==> config.mk <==
export PLATFORM = sky130hd
export DESIGN_NAME = rx_signaling_slip_buffers
export DESIGN_NICKNAME = d
export VERILOG_FILES = /design/src/core/rx_sig_pkg.sv /design/src/core/rx_sig_debounce.sv /design/src/core/rx_slip_byte.sv /design/src/core/rx_signaling_slip_buffers.sv
export VERILOG_INCLUDE_DIRS = /design/src /design/src/core
export SDC_FILE = /design/constraint.sdc
export NUM_CORES = 2
export LEC_CHECK = 0
export ABC_AREA = 1
export BUFFER_PORTS_ARGS = -buffer_cell sky130_fd_sc_hd__clkbuf_2
export CELL_PAD_IN_SITES_DETAIL_PLACEMENT = 1
export CELL_PAD_IN_SITES_GLOBAL_PLACEMENT = 1
export CORE_MARGIN = 2
export CORE_UTILIZATION = 27
export DETAILED_ROUTE_END_ITERATION = 16
export GPL_TIMING_DRIVEN = 0
export PLACE_DENSITY_LB_ADDON = 0.1
export SLEW_MARGIN = 20
export SYNTH_ARGS = -nofsm -noshare
export SYNTH_HDL_FRONTEND = slang
export SYNTH_HIERARCHICAL = 1
export SYNTH_SLANG_ARGS = --single-unit
==> constraint.sdc <==
create_clock -name i_clk_sys -period 28.3 [get_ports i_clk_sys]
set_input_delay 0 -clock i_clk_sys [delete_from_list [all_inputs] [get_ports i_clk_sys]]
set_output_delay 0 -clock i_clk_sys [all_outputs]
set_load 0.05 [all_outputs]
==> src/core/rx_sig_defs.svh <==
// register offsets, field positions and timing counts of the rx signaling block
`ifndef RX_SIG_DEFS_SVH
`define RX_SIG_DEFS_SVH

// ==========================================================
// register map (byte offsets; each bank has one byte address per channel)
`define RX_SIG_ENTRY_BASE   12'h01a0
`define RX_SLIP_LOW_BASE    12'h01c0
`define RX_SLIP_HIGH_BASE   12'h01e0
`define RX_SIG_CTRL_ADDR    12'h0200
`define RX_SIG_STAT_ADDR    12'h0204
`define RX_SIG_MASK_ADDR    12'h0208

// ==========================================================
// control register fields
`define CTRL_T1_MODE        0
`define CTRL_FILTER_EN      1
`define CTRL_THREE_MF       2
`define CTRL_NO_SIG_FMT     3
`define CTRL_WIDTH          4

// ==========================================================
// entry layout and timing
`define SIG_OUT_HI          7
`define SIG_OUT_LO          4
`define SIG_IN_HI           3
`define SIG_IN_LO           0
`define T1_FRAMES_PER_XFER  5'd24
`define RESET_SYNC_STAGES   2

`endif

==> src/core/rx_sig_pkg.sv <==
// types shared by the rx signaling block
package rx_sig_pkg;

	// one received signaling event from the framer
	typedef struct packed {
		logic       valid;   // sample present this cycle
		logic [4:0] chan;    // channel index 0..31
		logic [1:0] bit_idx; // 0=A 1=B 2=C 3=D
		logic       value;   // received bit
		logic       nibble;  // e1: whole abcd nibble present
		logic [3:0] abcd;    // e1 nibble, a in bit 3
	} sig_sample_t;

	// one received pcm bit from the framer
	typedef struct packed {
		logic       valid;   // bit present this cycle
		logic [4:0] chan;    // time slot 0..31
		logic       high;    // write the high bank
		logic       first;   // first bit of the slot
		logic       value;   // received bit
	} pcm_bit_t;

	// control fields steering the update logic
	typedef struct packed {
		logic no_sig_fmt;   // framing with no signaling
		logic three_mf;     // three-multiframe storage
		logic filter_en;    // signaling filter
		logic t1_mode;      // 1 = t1, 0 = e1
	} sig_ctrl_t;

endpackage

==> src/core/rx_sig_debounce.sv <==
// one-bit signaling filter: new buffered bits for multiframe n and n-1
`timescale 1ns/1ps
module rx_sig_debounce (
	input  wire logic i_in,      // newly sampled bit
	input  wire logic i_n,       // buffered bit of multiframe n
	input  wire logic i_n1,      // buffered bit of multiframe n-1
	input  wire logic i_enable,  // filter active
	output logic      o_n,       // updated bit n
	output logic      o_n1       // updated bit n-1
);
	// differs from n but equals n-1: invert n's bit before shifting
	always_comb begin
		if (i_enable && (i_in != i_n) && (i_in == i_n1)) begin
			o_n  = i_in;                 // [RULE9]
			o_n1 = ~i_n;                 // [RULE9]
		end else begin
			o_n  = i_in;
			o_n1 = i_n;
		end
	end
endmodule

==> src/core/rx_slip_byte.sv <==
// serial-in shift for one received pcm time slot byte
`timescale 1ns/1ps
module rx_slip_byte (
	input  wire logic       i_first,  // first bit of the slot
	input  wire logic       i_value,  // received bit
	input  wire logic [7:0] i_acc,    // bits collected so far
	output logic [7:0]      o_acc,    // accumulator after this bit
	output logic [2:0]      o_cnt_inc // unused width guard
);
	// the first bit shifts in on the right and walks up to bit 7
	always_comb begin
		if (i_first) begin
			o_acc = {7'h00, i_value};                 // [RULE7]
		end else begin
			o_acc = {i_acc[6:0], i_value};            // [RULE7]
		end
		o_cnt_inc = 3'h1;
	end
endmodule

==> src/core/rx_signaling_slip_buffers.sv <==
// receive signaling buffer and pcm slip buffer with avalon-mm access
// Function
// [RULE1] one signaling entry per channel 0..31 captures abcd for all channels.
// [RULE2] while signaling freeze is present no entry is changed.
// [RULE3] a framing format without signaling leaves the entries untouched.
// [RULE4] t1 without filter copies input abcd to output when the d bit updates.
// [RULE5] e1 copies input abcd to output when the ts16 nibble arrives.
// [RULE6] with the filter on, output follows each sampled input bit.
// [RULE7] slip bytes hold the first received bit in bit 7, the eighth in bit 0.
// [RULE8] entry bits 7..4 are output abcd and bits 3..0 input abcd.
// [RULE9] t1 filter inverts bit n when input differs from n but equals n-1.
// [RULE10] t1 three-multiframe storage moves input to output every 24 frames.
`timescale 1ns/1ps
module rx_signaling_slip_buffers
	import rx_sig_pkg::*;
#(
	parameter int CHANNELS = 32
) (
	input  wire logic        i_clk_sys,        // 125 mhz system clock
	input  wire logic        i_rstn,           // async reset, active low
	input  wire logic [11:0] i_avs_address,    // byte address
	input  wire logic        i_avs_read,       // read request
	input  wire logic        i_avs_write,      // write request
	input  wire logic [31:0] i_avs_writedata,  // write data
	input  wire logic [3:0]  i_avs_byteenable, // byte lanes
	output logic [31:0]      o_avs_readdata,   // read data
	output logic             o_avs_waitrequest,// stall
	output logic [1:0]       o_avs_response,   // 00 ok, 10 slave error
	input  wire sig_sample_t i_sig,            // framer signaling sample
	input  wire pcm_bit_t    i_pcm,            // framer pcm bit
	input  wire logic        i_sig_freeze,     // signaling freeze condition
	input  wire logic        i_frame_pulse,    // one pulse per rx frame
	output logic [7:0]       o_frame_count     // frames since last transfer
);
	`include "rx_sig_defs.svh"

	// the five-bit channel index and the 32-byte banks fix the count
	if (CHANNELS != 32) begin : g_bad_channels
		$error("rx_signaling_slip_buffers serves exactly 32 channels");
	end

	// ======================================================
	// reset release
	logic [1:0] rst_sync_q;
	logic       rstn;
	always_ff @(posedge i_clk_sys or negedge i_rstn) begin
		if (!i_rstn) begin
			rst_sync_q <= 2'b00;
		end else begin
			rst_sync_q <= {rst_sync_q[0], 1'b1};
		end
	end
	assign rstn = rst_sync_q[1];

	// ======================================================
	// storage
	logic [3:0] sig_out_q [CHANNELS];
	logic [3:0] sig_in_q  [CHANNELS];
	logic [3:0] sig_old_q [CHANNELS];
	logic [7:0] slip_lo_q [CHANNELS];
	logic [7:0] slip_hi_q [CHANNELS];
	logic [7:0] acc_q;
	logic [7:0] acc_d;
	sig_ctrl_t  ctrl_q;
	logic [4:0] frame_cnt_q;

	// ======================================================
	// avalon slave: one-cycle wait, then answer
	logic        ack_q;
	logic        req;
	logic        sel_sig;
	logic        sel_lo;
	logic        sel_hi;
	logic        sel_ctrl;
	logic        sel_stat;
	logic [4:0]  idx;
	logic        mapped;
	logic        wr_fire;
	logic        rd_fire;

	assign req     = i_avs_read | i_avs_write;
	// each bank is 32 consecutive byte addresses, one per channel,
	// so no bank overlaps the next and every channel is reachable
	assign idx     = i_avs_address[4:0];
	assign sel_sig = (i_avs_address[11:5] ==
			7'(`RX_SIG_ENTRY_BASE >> 5));                    // [RULE1]
	assign sel_lo  = (i_avs_address[11:5] ==
			7'(`RX_SLIP_LOW_BASE >> 5));
	assign sel_hi  = (i_avs_address[11:5] ==
			7'(`RX_SLIP_HIGH_BASE >> 5));
	assign sel_ctrl = (i_avs_address == `RX_SIG_CTRL_ADDR);
	assign sel_stat = (i_avs_address == `RX_SIG_STAT_ADDR);
	assign mapped  = sel_sig | sel_lo | sel_hi | sel_ctrl | sel_stat;
	assign o_avs_waitrequest = req & ~ack_q;
	assign wr_fire = i_avs_write & ack_q;
	assign rd_fire = i_avs_read & ack_q;

	always_ff @(posedge i_clk_sys or negedge rstn) begin
		if (!rstn) begin
			ack_q <= 1'b0;
		end else begin
			ack_q <= req & ~ack_q;
		end
	end

	always_ff @(posedge i_clk_sys or negedge rstn) begin
		if (!rstn) begin
			o_avs_readdata <= 32'h0000_0000;
			o_avs_response <= 2'b00;
		end else if (req & ~ack_q) begin
			o_avs_response <= mapped ? 2'b00 : 2'b10;
			if (!i_avs_read || !mapped) begin
				o_avs_readdata <= 32'h0000_0000;
			end else if (sel_sig) begin
				o_avs_readdata <= {24'h00_0000, sig_out_q[idx],
						sig_in_q[idx]};                 // [RULE8]
			end else if (sel_lo) begin
				o_avs_readdata <= {24'h00_0000, slip_lo_q[idx]};
			end else if (sel_hi) begin
				o_avs_readdata <= {24'h00_0000, slip_hi_q[idx]};
			end else if (sel_ctrl) begin
				o_avs_readdata <= {28'h000_0000, ctrl_q};
			end else begin
				o_avs_readdata <= {27'h000_0000, frame_cnt_q};
			end
		end
	end

	always_ff @(posedge i_clk_sys or negedge rstn) begin
		if (!rstn) begin
			ctrl_q <= '0;
			ctrl_q.t1_mode <= 1'b1;
		end else if (wr_fire && sel_ctrl && i_avs_byteenable[0]) begin
			ctrl_q <= i_avs_writedata[`CTRL_WIDTH-1:0];
		end
	end

	// ======================================================
	// t1 frame counter for three-multiframe storage
	logic xfer24;
	assign xfer24 = i_frame_pulse &&
			(frame_cnt_q == `T1_FRAMES_PER_XFER - 5'd1);
	always_ff @(posedge i_clk_sys or negedge rstn) begin
		if (!rstn) begin
			frame_cnt_q <= 5'd0;
		end else if (xfer24) begin
			frame_cnt_q <= 5'd0;                           // [RULE10]
		end else if (i_frame_pulse) begin
			frame_cnt_q <= frame_cnt_q + 5'd1;
		end
	end
	assign o_frame_count = {3'b000, frame_cnt_q};

	// ======================================================
	// signaling update
	logic       sig_ok;
	logic [3:0] bit_mask;
	logic       new_n;
	logic       new_n1;
	logic [3:0] in_upd;
	logic [3:0] old_upd;

	assign sig_ok   = !i_sig_freeze && !ctrl_q.no_sig_fmt; // [RULE2] [RULE3]
	assign bit_mask = 4'b1000 >> i_sig.bit_idx;

	rx_sig_debounce u_debounce (
		.i_in     (i_sig.value),
		.i_n      (|(sig_in_q[i_sig.chan] & bit_mask)),
		.i_n1     (|(sig_old_q[i_sig.chan] & bit_mask)),
		.i_enable (ctrl_q.filter_en & ctrl_q.t1_mode),
		.o_n      (new_n),
		.o_n1     (new_n1)
	);

	always_comb begin
		in_upd  = sig_in_q[i_sig.chan];
		old_upd = sig_old_q[i_sig.chan];
		in_upd  = new_n ? (in_upd | bit_mask) : (in_upd & ~bit_mask);
		old_upd = new_n1 ? (old_upd | bit_mask) : (old_upd & ~bit_mask);
	end

	// every channel is captured; per-channel enables do not gate it
	always_ff @(posedge i_clk_sys or negedge rstn) begin
		if (!rstn) begin
			for (int c = 0; c < CHANNELS; c++) begin
				sig_in_q[c]  <= 4'h0;
				sig_old_q[c] <= 4'h0;
				sig_out_q[c] <= 4'h0;
			end
		end else if (sig_ok) begin
			if (i_sig.valid && ctrl_q.t1_mode) begin
				sig_in_q[i_sig.chan]  <= in_upd;             // [RULE1]
				sig_old_q[i_sig.chan] <= old_upd;            // [RULE9]
				if (ctrl_q.filter_en) begin
					sig_out_q[i_sig.chan] <= in_upd;     // [RULE6]
				end else if (!ctrl_q.three_mf &&
						i_sig.bit_idx == 2'd3) begin
					sig_out_q[i_sig.chan] <= in_upd;     // [RULE4]
				end
			end else if (i_sig.valid && i_sig.nibble) begin
				sig_in_q[i_sig.chan]  <= i_sig.abcd;         // [RULE1]
				sig_out_q[i_sig.chan] <= i_sig.abcd;         // [RULE5]
			end
			// three-multiframe storage ignores the d-bit moment
			if (ctrl_q.t1_mode && ctrl_q.three_mf &&
					!ctrl_q.filter_en && xfer24) begin
				for (int c = 0; c < CHANNELS; c++) begin
					sig_out_q[c] <= sig_in_q[c];         // [RULE10]
				end
			end
		end
	end

	// ======================================================
	// pcm slip buffer
	rx_slip_byte u_slip (
		.i_first   (i_pcm.first),
		.i_value   (i_pcm.value),
		.i_acc     (acc_q),
		.o_acc     (acc_d),
		.o_cnt_inc ()
	);

	logic [2:0] pcm_cnt_q;
	always_ff @(posedge i_clk_sys or negedge rstn) begin
		if (!rstn) begin
			acc_q     <= 8'h00;
			pcm_cnt_q <= 3'd0;
		end else if (i_pcm.valid) begin
			acc_q     <= acc_d;
			pcm_cnt_q <= i_pcm.first ? 3'd1 : pcm_cnt_q + 3'd1;
		end
	end

	// eighth bit completes the byte; software writes also land here
	always_ff @(posedge i_clk_sys or negedge rstn) begin
		if (!rstn) begin
			for (int c = 0; c < CHANNELS; c++) begin
				slip_lo_q[c] <= 8'h00;
				slip_hi_q[c] <= 8'h00;
			end
		end else begin
			if (wr_fire && sel_lo && i_avs_byteenable[0]) begin
				slip_lo_q[idx] <= i_avs_writedata[7:0];
			end
			if (wr_fire && sel_hi && i_avs_byteenable[0]) begin
				slip_hi_q[idx] <= i_avs_writedata[7:0];
			end
			if (i_pcm.valid && pcm_cnt_q == 3'd7 && !i_pcm.first) begin
				if (i_pcm.high) begin
					slip_hi_q[i_pcm.chan] <= acc_d;      // [RULE7]
				end else begin
					slip_lo_q[i_pcm.chan] <= acc_d;      // [RULE7]
				end
			end
		end
	end
endmodule

==> metrics list <==
- Outcome: finished clean
- The tree built by TritonCTS fans out to between 700 and 800 sinks.
- Dividing the detail-routed wire length by the instance count gives between 30 and 40 um.
- The critical path goes through ha_1, inv_1, nor3_2, inv_1, nor2_2, nand3_2, clkbuf_1, clkbuf_1, buf_1, nand2_1, nand2_1, nand2_1.
- Register Area: between 15000 and 20000 sq um
* Leak: roughly 28 nW
* Placeable Area: around 170000 sq um
- The clock passes through at most 3 buffers.
- The count of nets left with antenna violations once routing finished came out at 0.
- Remaining design rule violation count: 0
- The number of buffers and inverters on the critical path is 5.
- Antenna violations before repair: 41
* Hold violation count in the final report: 0
- Largest net degree at the start of global routing: 50
* Number of buffers created by CTS: between 100 and 150
- For this design the total switching power over the nets is a little under 1 mW.
- Maximum vdd ir drop: around 45 uV
* Max-cap viol count: 0
- In the routed layout, each cell is associated on average with a via count of around 5.7.
* Critical-path maximum fanout: 10
- Worst-case clock skew: roughly 26 ps
- Final #Nets: 7323
- CP dominant cell by count: nand2_1
- Actual transition at the worst max-transition pin: 1341 ps
- Sequential share of power: 0.390
* Post-layout minimum cycle time: about 3800 ps
- Clk network pwr share: 0.473
- Starting density of the core: 0.2721
* Period utilisation layout: 0.1346
- First-pass iteration count of the detailed router: 8
- For this run, the top clock speed supported by timing is roughly 260 MHz.
- Fraction of final layout cells with drive strength greater than 1: 0.09365
* Routability congestion estimate: approximately 1
- Avg Synthesized Cell Area: 6.803 sq um
- Remaining global-route overflow: 0
- From bottom edge to top edge, the die measures 423.0 um.
- Total global routing track utilization: 0.3783
- Cell type group with the largest total delay on the critical path: buffers and inverters
* Clock insertion delay at the later pin of the skew report: between 700 and 800 ps
- CTS tree: built
* Clk Tree Root Cell: clkbuf_16
- Fillers: roughly 22000
* Flop-to-flop setup slack: about 24000 ps
- Number of standard-cell rows in the floorplan: about 150
- The clock tree synthesis step divided the H-tree into 3 levels.
- Post-synthesis cell area: around 47000 sq um
- The die covers around 180000 sq um.
* DRC violation total after the first TritonRoute iteration: roughly 6300
- Clock-pin transition on the worst setup and hold timing paths: around 70 ps
- Horiz. Die Dim: 423.0 um
- RSZ-0062 raised after global routing: false
* Cell internal pwr: approximately 2.1 mW
* Required @ worst endpoint: slightly below 30000 ps
* Signal arrival time at the worst endpoint: 4460 ps
- The path class of the tightest hold or removal check is input pin to register.
- The routed layout has around 55000 vias.
- The multi-input combinational cells in the finished layout cover a total of between 20000 and 25000 sq um.
* Category of the most critical setup path: register to register
- In this design, the stage delay of the slowest critical-path cell is between 800 and 900 ps.
* Headroom to the max-slew limit: 0.1025
- STA classifies the critical path endpoint as a register.
* Warning count from the yosys run: 6
- Of the total power, combinational logic draws 0.136.
* Final wirelength: 347400 um
* Input/output buffers: 54
- Switching part of the total power: 0.3193
- In this run the power density over the cells is approximately 55 nW/um^2.
* Number of endpoints failing setup at the final stage: 0
* Max stage delay cell, worst path: clkbuf_1
- The first global-routing pass estimated around 460000 um of wire.
- Area growth from synthesis to layout: 18.11%
- After clock tree synthesis, the repair step resized 0 gates.
- Summed over all nets, the half-perimeter wirelength after detailed placement is approximately 260000 um.
- The max-slew violation count is 0.
* Number of global-route vias before repair: around 54000
- I/O pin total: between 100 and 150
- Synthesis handed over a netlist of 6969 instances.
- The worst setup path is launched from a register.
* Setup tns final: 0 ps
- Final hold analysis gives a worst-case slack of 42.01 ps.
==> worst register-to-register path: stages (launching register included) <==
cell	delay, ps
dfrtp_1	400
ha_1	200
inv_1	70
nor3_2	50
inv_1	90
nor2_2	60
nand3_2	140
clkbuf_1	740
clkbuf_1	840
buf_1	670
nand2_1	230
nand2_1	140
nand2_1	70
==> worst paths after layout <==
check,depth (start not counted),to,start
max in group asynchronous,6,slip_hi_q[91],rst_sync_q[1]
worst max register to register,12,sig_out_q[67],frame_cnt_q[0]
min in group asynchronous,3,rst_sync_q[1],i_rstn
worst min register to register,0,sig_out_q[104],rst_sync_q[1]
worst max-delay path,12,sig_out_q[67],frame_cnt_q[0]
worst min-delay path,7,sig_in_q[7],i_sig[6]
==> layout by cell type, fill, tap and decap left out, types with 34 or more instances in the layout <==
cell type,count
nand2_1,2317
nor2_1,976
dfrtp_1,797
o21ai_0,597
inv_1,592
o22ai_1,271
a21oi_1,260
nand3_1,155
clkbuf_1,144
buf_2,141
clkbuf_2,117
clkbuf_16,109
o211ai_1,104
a22oi_1,97
o21ai_1,67
a32oi_1,62
nand4_1,58
buf_4,55
inv_2,47
nor2_2,47
dlygate4sd3_1,38
clkbuf_8,34
buf_16,34
==> layout make-up <==
class / instances / share of cell area
Tap cell: 2325 / 0.05196
Antenna cell: 15 / 0.0006704
Clock buffer: 164 / 0.05848
Inverter: 649 / 0.04355
Buffer: 412 / 0.03801
Clock inverter: 27 / 0.005855
Timing Repair Buffer: 138 / 0.03247
Multi-Input combinational cell: 5136 / 0.4118
Sequential cell: 799 / 0.3572
==> metal layers <==
metal / vias to the layer above / share of wire / global-route usage
met3: 1002 / 0.083 / 0.08290
met4: 14 / 0.089 / 0.2785
met1: 27762 / 0.39 / 0.4597
li1: 23101 / - / -
met5: - / 0.00026 / 0
met2: 2971 / 0.44 / 0.5883
==> sequential cells by signal, summed over array words and instances, names as in the netlist <==
signal	cells
acc_q	7
rst_sync_q	2
ctrl_q	4
pcm_cnt_q	3
o_avs_response	1
slip_hi_q	256
frame_cnt_q	5
sig_out_q	128
ack_q	1
o_avs_readdata	8
slip_lo_q	256
sig_in_q	128
==> stage by stage <==
stage | cells | utilization | total power [mW] | cell area [sq um] | worst slack (ps)
after floorplan | 6996 | - | 1.386 | 47510 | 4381
after global placement | 9375 | 0.2910 | 1.600 | 50690 | -10600
after detailed placement | 9421 | 0.2983 | 1.620 | 51960 | 24090
after CTS | 9650 | 0.3212 | 3.072 | 55950 | 24460
after global routing | 9650 | 0.3212 | 3.139 | 55950 | 24450
final | 9665 | 0.3214 | 3.084 | 55990 | 24490
==> power by group through the flow <==
stage               logic, mW  clock network, mW  registers, mW
global placement        0.349                  0           1.25
global route            0.425               1.51           1.21
CTS                     0.402               1.47           1.20
finish                  0.420               1.46           1.20
detailed placement      0.397                  0           1.22
floorplan               0.150                  0           1.24
==> repair_timing <==
action	CTS	global route
hold buffers	38	0
endpoints found under the hold margin	126	0
setup buffers	0	0
(Power assumes the default switching activity.)
